File: config.mk
export PLATFORM = sky130hd
export DESIGN_NAME = ppi_dev_end_flat
export DESIGN_NICKNAME = d
export VERILOG_FILES = /design/src/ppi_pkg.sv /design/src/ppi_if.sv /design/src/ppi_dev_end.sv /design/src/flat_wrapper.sv
export VERILOG_INCLUDE_DIRS = /design/src /design/src/src
export SDC_FILE = /design/constraint.sdc
export NUM_CORES = 2
export LEC_CHECK = 0
export BUFFER_PORTS_ARGS = -buffer_cell sky130_fd_sc_hd__buf_4
export CAP_MARGIN = 20
export CORE_UTILIZATION = 49
export CTS_BUF_LIST = sky130_fd_sc_hd__clkbuf_8
export DETAILED_ROUTE_END_ITERATION = 16
export PLACE_DENSITY = 0.74
export REMOVE_ABC_BUFFERS = 1
export SETUP_SLACK_MARGIN = 0.02
export SYNTH_ARGS = -nofsm -noshare
export SYNTH_HDL_FRONTEND = slang
export SYNTH_SLANG_ARGS = --single-unit
File: constraint.sdc
create_clock -name CLK -period 7.8 [get_ports CLK]
set_clock_uncertainty 0.2 [all_clocks]
set_input_delay 1.17 -clock CLK [delete_from_list [all_inputs] [get_ports CLK]]
set_output_delay 1.17 -clock CLK [all_outputs]
set_load 0.01 [all_outputs]
File: src/ppi_map.svh
`ifndef PPI_MAP_SVH
`define PPI_MAP_SVH
`define PPI_DW           64
`define PPI_CW           8
`define PPI_SW           32
`define PPI_TX_LAT       20
`define PPI_TX_LAT_FEC   26
`define PPI_RX_LAT       28
`define PPI_RX_FEC_ADD   70
`define PPI_RX_ERR_ADD   66
`define PPI_EB_DEPTH     32
`define PPI_EB_HALF      16
`define PPI_LF_DATA      64'h0100009C0100009C
`define PPI_LF_CTRL      8'h11
`define PPI_IDLE_DATA    64'h0707070707070707
`define PPI_IDLE_CTRL    8'hFF
`define PPI_OP_WRITE     2'h1
`define PPI_OP_READ      2'h3
`define PPI_OP_ADDR      2'h0
`define PPI_TXDIS_BIT    0
`define PPI_PRE_BITS     32
`endif

File: src/ppi_pkg.sv
package ppi_pkg;
  typedef enum logic [2:0] {MD_PRE, MD_HDR, MD_TA, MD_RDAT, MD_WDAT} ppi_md_t;
endpackage
File: src/ppi_if.sv
`timescale 1ns/1ps
interface ppi_if;
  logic [63:0] txd;
  logic [7:0]  txc;
  logic [63:0] rxd;
  logic [7:0]  rxc;
  logic        mdc;
  logic        mdio_m2d;
  logic        mdio_d2m;
  logic        mdio_tri;
  modport dev (input txd, txc, mdc, mdio_m2d, output rxd, rxc, mdio_d2m, mdio_tri);
  modport mac (output txd, txc, mdc, mdio_m2d, input rxd, rxc, mdio_d2m, mdio_tri);
endinterface

File: src/ppi_dev_end.sv
`timescale 1ns/1ps
`include "ppi_map.svh"
module ppi_dev_end
  import ppi_pkg::*;
#(
  parameter bit FEC     = 1'b0,
  parameter bit FEC_ERR = 1'b0
) (
  input  wire logic        CLK,
  input  wire logic        RESETN,
  input  wire logic        CE,
  ppi_if.dev               LINK,
  output logic      [31:0] SERDES_TX_WORD,
  input  wire logic [31:0] SERDES_RX_WORD,
  input  wire logic        SERDES_RX_VALID,
  input  wire logic        RX_IS_CLOCK_CORRECTION,
  input  wire logic [4:0]  PORT_ADDR,
  input  wire logic        LINK_PRESENT,
  input  wire logic        TX_FAULT,
  output logic             TX_DISABLE,
  output logic             LINK_UP
);
  localparam int TXL   = FEC ? `PPI_TX_LAT_FEC : `PPI_TX_LAT;
  localparam int RXL   = `PPI_RX_LAT + (FEC ? `PPI_RX_FEC_ADD : 0)
                       + ((FEC && FEC_ERR) ? `PPI_RX_ERR_ADD : 0);
  localparam int TXMAX = `PPI_TX_LAT_FEC;
  localparam int RXMAX = `PPI_RX_LAT + `PPI_RX_FEC_ADD + `PPI_RX_ERR_ADD;
  typedef struct packed {
    logic [TXMAX-1:0][31:0] txp;
    logic                   thalf;
    logic [RXMAX-1:0][71:0] rxp;
    logic [31:0]            rlo;
    logic                   rhalf;
    logic [4:0]             wp;
    logic [4:0]             rp;
    logic [5:0]             cnt;
    logic [63:0]            rxd;
    logic [7:0]             rxc;
    logic                   mdc;
    logic                   mdi;
    ppi_md_t                md;
    logic [5:0]             bit_n;
    logic [13:0]            hdr;
    logic [15:0]            sh;
    logic                   hit;
    logic                   rd;
    logic [15:0]            ctl;
    logic                   mdo;
    logic                   tri_n;
    logic                   txdis;
    logic                   up;
  } ppi_dst_t;
  ppi_dst_t   st_r, st_nxt;
  // deep storage kept outside the state struct as an array
  logic [71:0] eb_mem [`PPI_EB_DEPTH];
  logic        eb_wr;
  logic [71:0] eb_out;
  assign eb_out = eb_mem[st_r.rp];
  always_ff @(posedge CLK) begin
    if (CE && eb_wr) begin
      eb_mem[st_r.wp] <= st_r.rxp[RXL-1];
    end
  end
  always_comb begin
    st_nxt = st_r;
    eb_wr  = 1'b0;
    if (CE) begin
      // --------------------------------
      // transmit: 64-bit word split, fixed delay line
      // --------------------------------
      st_nxt.thalf = ~st_r.thalf;
      st_nxt.txp[0] = st_r.thalf ? LINK.txd[63:32] : LINK.txd[31:0];
      for (int i = 1; i < TXMAX; i++) begin
        st_nxt.txp[i] = st_r.txp[i-1];
      end
      // --------------------------------
      // receive: pair serdes words, delay, elastic buffer
      // --------------------------------
      if (SERDES_RX_VALID) begin
        st_nxt.rhalf = ~st_r.rhalf;
        st_nxt.rlo   = SERDES_RX_WORD; // alignment shifts latency
      end
      st_nxt.rxp[0] = {st_r.rhalf & SERDES_RX_VALID, RX_IS_CLOCK_CORRECTION, 6'h00,
                       SERDES_RX_WORD, st_r.rlo};
      for (int i = 1; i < RXMAX; i++) begin
        st_nxt.rxp[i] = st_r.rxp[i-1];
      end
      // drop correction words above half, so fill stays near center
      if (st_r.rxp[RXL-1][71] && st_r.cnt < 6'(`PPI_EB_DEPTH)
          && !(st_r.rxp[RXL-1][70] && st_r.cnt > 6'(`PPI_EB_HALF))) begin
        eb_wr     = 1'b1;
        st_nxt.wp = st_r.wp + 5'h01;
      end
      if (st_r.cnt == 6'h00) begin
        st_nxt.rxd = `PPI_LF_DATA;
        st_nxt.rxc = `PPI_LF_CTRL;
      end else if (st_r.cnt < 6'(`PPI_EB_HALF) && eb_out[70]) begin
        st_nxt.rxd = `PPI_IDLE_DATA; // repeat correction, read held
        st_nxt.rxc = `PPI_IDLE_CTRL;
      end else begin
        st_nxt.rxd = {32'h0, eb_out[31:0]} | {eb_out[63:32], 32'h0};
        st_nxt.rxc = {8{eb_out[70]}};
        st_nxt.rp  = st_r.rp + 5'h01;
      end
      st_nxt.cnt = st_r.cnt + {5'h00, eb_wr} - {5'h00, st_nxt.rp != st_r.rp};
      st_nxt.up  = LINK_PRESENT & ~TX_FAULT;
      // --------------------------------
      // management slave, sampled on mdc rising edge
      // --------------------------------
      st_nxt.mdc = LINK.mdc;
      st_nxt.mdi = LINK.mdio_m2d;
      if (LINK.mdc && !st_r.mdc) begin
        unique case (st_r.md)
          MD_PRE: begin
            st_nxt.tri_n = 1'b1;
            if (st_r.mdi) begin
              st_nxt.bit_n = (st_r.bit_n == 6'h3F) ? st_r.bit_n : st_r.bit_n + 6'h01;
            end else if (st_r.bit_n >= 6'(`PPI_PRE_BITS)) begin
              st_nxt.md    = MD_HDR;
              st_nxt.bit_n = 6'h00;
            end else begin
              st_nxt.bit_n = 6'h00;
            end
          end
          MD_HDR: begin
            st_nxt.hdr   = {st_r.hdr[12:0], st_r.mdi};
            st_nxt.bit_n = st_r.bit_n + 6'h01;
            if (st_r.bit_n == 6'h0C) begin
              // twelve bits held here: st1, op, prtad, devad[4:1]
              st_nxt.hit   = st_r.hdr[8:4] == PORT_ADDR;
              st_nxt.rd    = st_r.hdr[10]; // op msb set on both read kinds
              st_nxt.md    = MD_TA;
              st_nxt.bit_n = 6'h00;
            end
          end
          MD_TA: begin
            st_nxt.bit_n = st_r.bit_n + 6'h01;
            if (st_r.bit_n == 6'h01) begin
              st_nxt.md    = st_r.rd ? MD_RDAT : MD_WDAT;
              st_nxt.bit_n = 6'h00;
              if (st_r.rd && st_r.hit) begin
                // msb must stand before the first data edge samples it
                st_nxt.mdo = st_r.sh[15];
                st_nxt.sh  = {st_r.sh[14:0], 1'b0};
              end
            end
            if (st_r.rd && st_r.hit && st_r.bit_n == 6'h00) begin
              st_nxt.tri_n = 1'b0; // second turnaround bit driven zero
              st_nxt.mdo   = 1'b0;
              st_nxt.sh    = st_r.ctl;
            end
          end
          MD_RDAT: begin
            st_nxt.bit_n = st_r.bit_n + 6'h01;
            // other ports stay quiet: point-to-point has no tri buffer
            if (st_r.hit) begin
              st_nxt.mdo = st_r.sh[15];
              st_nxt.sh  = {st_r.sh[14:0], 1'b0};
            end
            if (st_r.bit_n == 6'h0F) begin
              st_nxt.tri_n = 1'b1; // release after last data bit
              st_nxt.mdo   = 1'b1;
              st_nxt.md    = MD_PRE;
              st_nxt.bit_n = 6'h00;
            end
          end
          MD_WDAT: begin
            st_nxt.sh    = {st_r.sh[14:0], st_r.mdi};
            st_nxt.bit_n = st_r.bit_n + 6'h01;
            if (st_r.bit_n == 6'h0F) begin
              if (st_r.hit) begin
                st_nxt.ctl = {st_r.sh[14:0], st_r.mdi};
              end
              st_nxt.md    = MD_PRE;
              st_nxt.bit_n = 6'h00;
            end
          end
        endcase
      end
      st_nxt.txdis = st_nxt.ctl[`PPI_TXDIS_BIT];
    end
  end
  always_ff @(posedge CLK or negedge RESETN) begin
    if (!RESETN) begin
      st_r       <= '0;
      st_r.mdi   <= 1'b1;
      st_r.mdo   <= 1'b1;
      st_r.tri_n <= 1'b1;
      st_r.rxd   <= `PPI_LF_DATA;
      st_r.rxc   <= `PPI_LF_CTRL;
      st_r.md    <= MD_PRE;
    end else begin
      st_r <= st_nxt;
    end
  end
  assign SERDES_TX_WORD = st_r.txp[TXL-1];
  assign LINK.rxd       = st_r.rxd;
  assign LINK.rxc       = st_r.rxc;
  assign LINK.mdio_d2m  = st_r.mdo;
  assign LINK.mdio_tri  = st_r.tri_n;
  assign TX_DISABLE     = st_r.txdis;
  assign LINK_UP        = st_r.up;
endmodule

File: src/flat_wrapper.sv
// flat-port wrapper written by rule: the top's interface ports become plain ports
module ppi_dev_end_flat import ppi_pkg::*;
#(
  parameter bit FEC     = 1'b0,
  parameter bit FEC_ERR = 1'b0
)
  (CLK, RESETN, CE, SERDES_TX_WORD, SERDES_RX_WORD, SERDES_RX_VALID, RX_IS_CLOCK_CORRECTION, PORT_ADDR, LINK_PRESENT, TX_FAULT, TX_DISABLE, LINK_UP, LINK_txd, LINK_txc, LINK_mdc, LINK_mdio_m2d, LINK_rxd, LINK_rxc, LINK_mdio_d2m, LINK_mdio_tri);
  ppi_if LINK_i ();
  input  wire logic CLK;
  input  wire logic RESETN;
  input  wire logic CE;
  output logic      [31:0] SERDES_TX_WORD;
  input  wire logic [31:0] SERDES_RX_WORD;
  input  wire logic SERDES_RX_VALID;
  input  wire logic RX_IS_CLOCK_CORRECTION;
  input  wire logic [4:0] PORT_ADDR;
  input  wire logic LINK_PRESENT;
  input  wire logic TX_FAULT;
  output logic TX_DISABLE;
  output logic LINK_UP;
  input wire logic [$bits(LINK_i.txd)-1:0] LINK_txd;
  input wire logic [$bits(LINK_i.txc)-1:0] LINK_txc;
  input wire logic [$bits(LINK_i.mdc)-1:0] LINK_mdc;
  input wire logic [$bits(LINK_i.mdio_m2d)-1:0] LINK_mdio_m2d;
  output wire logic [$bits(LINK_i.rxd)-1:0] LINK_rxd;
  output wire logic [$bits(LINK_i.rxc)-1:0] LINK_rxc;
  output wire logic [$bits(LINK_i.mdio_d2m)-1:0] LINK_mdio_d2m;
  output wire logic [$bits(LINK_i.mdio_tri)-1:0] LINK_mdio_tri;
  assign LINK_i.txd = LINK_txd;
  assign LINK_i.txc = LINK_txc;
  assign LINK_i.mdc = LINK_mdc;
  assign LINK_i.mdio_m2d = LINK_mdio_m2d;
  assign LINK_rxd = LINK_i.rxd;
  assign LINK_rxc = LINK_i.rxc;
  assign LINK_mdio_d2m = LINK_i.mdio_d2m;
  assign LINK_mdio_tri = LINK_i.mdio_tri;
  ppi_dev_end #(.FEC(FEC), .FEC_ERR(FEC_ERR)) u_core (.CLK(CLK), .RESETN(RESETN), .CE(CE), .LINK(LINK_i), .SERDES_TX_WORD(SERDES_TX_WORD), .SERDES_RX_WORD(SERDES_RX_WORD), .SERDES_RX_VALID(SERDES_RX_VALID), .RX_IS_CLOCK_CORRECTION(RX_IS_CLOCK_CORRECTION), .PORT_ADDR(PORT_ADDR), .LINK_PRESENT(LINK_PRESENT), .TX_FAULT(TX_FAULT), .TX_DISABLE(TX_DISABLE), .LINK_UP(LINK_UP));
endmodule
Yosys cells after proc, flatten, opt, wreduce, memory -nomap -nowiden:

Memories as Yosys holds them, arrays and structs flattened.
Cells that the tools add are included.

* bits in registers: 2669
* bits in latches: 0
* RAM bits: 2112
* memory bits (read-only): 0
* input bits: 118
* output and inout port bits: 108
* memories kept: 1

Memory list
* u_core.eb_mem: words 32, bits a word 66, rd ports 1, clocked after memory_dff 0, write ports 1, line ppi_dev_end.sv:55 `` logic [71:0] eb_mem [`PPI_EB_DEPTH]; ``

* $add $sub $neg: 5
* multiply operators: 0
* div/mod/pow operators: 0
* $lt $le $gt $ge: 4
* equality and inequality tests: 22
* shift operators: 0
* mux-type cells: 36
* bitwise gates (word level): 6
* reductions and logical operators: 27

Operator list (count)
* 72-bit two-way mux: 2
* 16-bit two-way mux: 4
* 32-bit by 64-bit bitwise OR with 64-bit output: 1
* 16-bit one-hot mux with 3 select lines: 1
* 9-bit one-hot mux with 4 select lines: 1
* 32-bit two-way mux: 1
* 9-bit two-way mux: 3
* 5-bit two-way mux: 3
* 2-bit by 1-bit != test with 1-bit output, second input constant: 7
* 6-bit by 4-bit equality test with 1-bit output, second input constant: 2
* 6-bit logical NOT: 2
* 3-bit two-way mux: 4
* 6-bit two-way mux: 2
* 6-bit AND reduction: 2
* 1-bit two-way mux: 11
* 5-bit by 1-bit adder with 5-bit output, second input constant: 2
* 5-bit AND reduction: 2
* 3-bit by 1-bit != test with 1-bit output, second input constant: 3
* 1-bit logical AND: 8
* 7-bit AND reduction: 1
* 6-bit by 1-bit adder with 6-bit output: 1
* 6-bit by 1-bit adder with 6-bit output, second input constant: 1
* 3-bit by 2-bit equality test with 1-bit output, second input constant: 2
* 6-bit by 1-bit equality test with 1-bit output, second input constant: 1
* 25 further kinds: 33

Depth between registers and ports, before layout:

* depth in word-level cells: 10
* depth in mapped cells: 16
* depth with buffers taken out: 14

Worst setup path before layout:

Ideal clock, no wire load.

* path kind: in2reg
* start: in CE
* end: mem u_core.eb_mem[23][0] in the netlist's numbering (enable)
* data arrival time: 4.826 ns
* data required time: 7.111 ns
* setup slack: 2.285 ns
* cell stages on the path: 6
* cell sequence: clkbuf_1 -> and2_1 -> clkbuf_1 -> nand2_1 -> clkbuf_1 -> nor2_1

* word-level cells in the longest chain between the ends: 4

Ends and longest elaborated chain
* from (decl): line flat_wrapper.sv:11 `input wire logic CE;`
* 1-bit two-way mux: line ppi_dev_end.sv:67 `if (CE) begin`
* 1-bit logical AND *: line ppi_dev_end.sv:60 `if (CE && eb_wr) begin`
* 1-bit two-way mux *: line ppi_dev_end.sv:60
* 1-bit two-way mux (not written as such) *: line ppi_dev_end.sv:61 `eb_mem[st_r.wp] <= st_r.rxp[RXL-1];`
* to (decl): line ppi_dev_end.sv:55

Every way passes the cells marked *; elsewhere a longest branch is shown, timed or not.

Final worst setup path:

* start: reg u_core.st_r[142] in the netlist's numbering
* end: reg u_core.st_r[140] in the netlist's numbering

* word-level cells in the longest chain between the ends: 7

Ends and longest elaborated chain
* from (decl): line ppi_dev_end.sv:53 `ppi_dst_t st_r, st_nxt;`
* from (signal assigned): line ppi_dev_end.sv:193 `st_r <= st_nxt;`
* memory read 32 x 66 bit
* 1-bit logical AND: line ppi_dev_end.sv:97 `` end else if (st_r.cnt < 6'(`PPI_EB_HALF) && eb_out[70]) begin ``
* 5-bit two-way mux: line ppi_dev_end.sv:97
* 5-bit two-way mux: line ppi_dev_end.sv:94 `if (st_r.cnt == 6'h00) begin`
* 5-bit two-way mux: line ppi_dev_end.sv:67
* 5-bit != test *: line ppi_dev_end.sv:105 `st_nxt.cnt = st_r.cnt + {5'h00, eb_wr} - {5'h00, st_nxt.rp != st_r.rp};`
* 6-bit by 1-bit subtractor with 6-bit output *: line ppi_dev_end.sv:105

Every way passes the cells marked *; elsewhere a longest branch is shown, timed or not. The select of a mux whose other input is x is not followed.
A chain may end at the register's enable or synchronous reset.

==> results.md <==
* Outcome: complete, no violations
* Setup-failing EPs final at 0
* Tot Pwr at 71.55 mW
* Post_cts resized at 0
* Synth top area share at 36.91%
* Clock transition at the registers of the reported paths at approximately 0.060 ns
* GRT Total Usage at 18.49%
* Core Footprint at about 360000 µm²
* DP Cell Count at roughly 14k
* Slew Limit Fails at 0
* Initial Util at between 40% and 50%
* DRC viols at 0
* Sequential power share at 52.0%
* CTS buffer count at 729
* Slew margin rel. at a little under a quarter
* GRT Residual Overflow at 0
* Async SR Flop Fraction at 56.15%
* Cell with the most instances after synthesis: dfrtp_1
* Global-route wire length before repair at 537.8 mm
* EDFF count, synth at 2080
* Combinational power share at 20.5%
* Min Tclk post-route at 5.353 ns
* Post-placement worst setup slack at 2.588 ns
* Worst slew pin tran at 1.159 ns
* Die width at slightly above 600 µm
* DRT Wirelength at 344.6 mm
* Sw Share at 28.28%
* RSZ-0062 raised after global routing: false
* Routed len/inst at 21.96 µm
* Hold Crit Class: input pin to register
* Cell taking the most area after synthesis: dfrtp_1
* Worst setup margin at 2.447 ns
* Yosys Warn Count at 0
* Main area contributors after synthesis: dfrtp_1 (37%), edfxtp_1 (35%), mux2_2 (16%)
* Period utilization at 68.62%
* Avg Cell Area, Syn at 18.45 µm²
* Clk network pwr share at 27.6%
* Commonest cells post-synth: dfrtp_1 (2649), mux2_2 (2515), edfxtp_1 (2080)
* Critical path startpoint category: register
* Layout cells sized above 1 at 39.68%
* Critical path class: register to register
* Die Y at a little over 600 µm
* CTS tree: yes
* Number of H-tree levels at 6
* Sw Pwr at 20.23 mW
* Vias per inst at 5.558
* Detail Placement HPWL at around 190 mm
* Gpl congestion at 0.7721
* Clk_lat worst skew at 1.22 ns
* Longest Clk Path Bufs at 4
* DR pass1 iterations at 6
* Initial antenna violation count at 17
* CP Capture Type: register
* Synth unique cells at 73
* Die area at around 370000 µm²
* Data arrival, critical path at 6.21 ns
* F_max at 186.8 MHz
* Clock Root Buffer: clkbuf_8
* Num ports at ~230
* Pint at approximately 51 mW
* Nets at 10.45k
* Post-Synthesis Cell Area at 179600 µm²
* Maximum vdd drop at around 330 µV
* Register area share after synthesis at 71.89%
* Yosys reg bits at 4743
* Finished Layout Cells at about 16k
* Worst Path Required at 8.66 ns
* Ys flop type: dfrtp_1
* Number of global-route vias before repair at 91.43k
* Worst slack on hold paths at between 0.15 and 0.2 ns
* Post-Synthesis Cells at 9737
* Largest net degree at the start of global routing at 211
* Routed Antenna Nets at 0
* Pwr per Cell Area at 355.5 nW/µm²
* Worst Path Max Fanout at 67
* Clock sink count at 4743
* Max cap viols at 0
* Starting DRT DRC Count at 7997
* Rows at 221
* Endpoints failing hold at 0
* Vias after detailed routing at 87.25k
* Synth-to-Final Area Change at 12.05%
* Port buffer count at 217
* P_leak at 79.31 nW
path summary, 6_finish.rpt:
check                                    from                  to  slack [ns]  cells after the start
min in group asynchronous              RESETN      u_core.LINK_UP        0.34                      2
min                              LINK_txd[47]  u_core.st_r[12008]        0.17                      3
max                          u_core.st_r[142]    u_core.st_r[140]        2.45                     15
max reg2reg                  u_core.st_r[142]    u_core.st_r[140]        2.45                     15
max in group asynchronous              RESETN  u_core.st_r[11992]        4.82                      4
min reg2reg                u_core.st_r[12236]  u_core.st_r[12268]        0.25                      1
cell families (layout without fill, tap and decap cells):
group                      Yosys count  in the layout  share of synthesized area (%)
DFF                               4743           4743                          71.89
muxes                             3389           3389                          23.15
buffers and inverters              691           1847                          1.889
AOI/OAI and AO/OA                  527            527                          1.967
and+or+nand+nor                    351            351                         0.8875
adders and majority gates           18             18                         0.1296
xor gates and xnor gates            18             18                        0.08778
other                                0             10                              0
flip-flops by register name (all words and copies together) (netlist names):
name                   cells
u_core.LINK.mdio_d2m       1
u_core.LINK.rxd           64
u_core.eb_mem           2080
u_core.LINK_UP             1
u_core.st_r             2561
u_core.TX_DISABLE          1
u_core.LINK.mdio_tri       1
u_core.LINK.rxc            2
u_core.SERDES_TX_WORD     32
metrics by stage:
stage | setup TNS, ns | utilization [%] | area (µm²)
final | 0 | 55.35 | 201300
after CTS | 0 | 55.31 | 201100
after floorplan | -1539.33 | - | 176400
after global placement | 0 | 51.15 | 186000
after global routing | 0 | 55.35 | 201200
after detailed placement | 0 | 51.15 | 186000
critical path: stages (launching register included):
cell and delay, ns:
dfrtp_4 0.76, buf_4 0.86, nor2b_4 0.94, a22oi_1 0.17, a21oi_1 0.33, a211oi_4 0.16, o21ai_0 0.22, ha_1 0.17
inv_1 0.07, ha_1 0.29, a21o_1 0.19, a21oi_1 0.23, o21bai_1 0.09, a21oi_1 0.18, xnor2_1 0.15, a21oi_1 0.08
power by group through the flow:
stage / registers, mW / clock network [mW] / logic, mW
floorplan: 36.5 / 0 / 10.6
global placement: 37.3 / 0 / 14.0
detailed placement: 37.7 / 0 / 14.6
CTS: 37.2 / 20.3 / 14.8
global route: 38.1 / 21.4 / 15.8
finish: 37.2 / 19.7 / 14.6
per-layer routing:
metal  vias to the layer above  wire length [µm]  GRT usage, %
li1                      38000                 -             -
met2                      3031            167900         30.36
met4                        14              9874         6.063
met3                       689             24690         3.453
met5                         -                94             0
met1                     45510            142100         25.02
layout make-up:
cell class | count | area [µm²]
Antenna cell | 10 | 25.02
Clock buffer | 836 | 11510
Clock inverter | 478 | 2666
Fill cell | 27280 | 162400
Inverter | 58 | 222.7
Multi-Input combinational cell | 4303 | 47400
Sequential cell | 4743 | 129100
Tap cell | 4794 | 5998
Timing Repair Buffer | 475 | 4304
placed cells by master, fill, tap and decap left out, drive strengths merged, types with 7 or more instances in the layout:
master       count
a2111oi          7
a21oi          113
a22oi          109
a31oi           34
and2             8
and3            35
buf            381
bufinv          11
clkbuf         836
clkinv         121
clkinvlp        11
dfrtp         2649
dfstp           14
diode           10
dlygate4sd3     94
edfxtp        2080
ha              17
inv            393
mux2          2518
mux2i          512
mux4           359
nand2          124
nand3           15
nand4           11
nor2           116
nor2b           10
nor3            10
o211ai           8
o21ai           93
o221a           35
o221ai           8
o22ai           75
xnor2           14
what timing repair did:
action                                  CTS  global route
hold buffers                             94             0
hold endpoints to repair                193             0
endpoints found under the setup margin    0             0
buffers inserted                          0             0
Power figures use the tool's default switching activity.
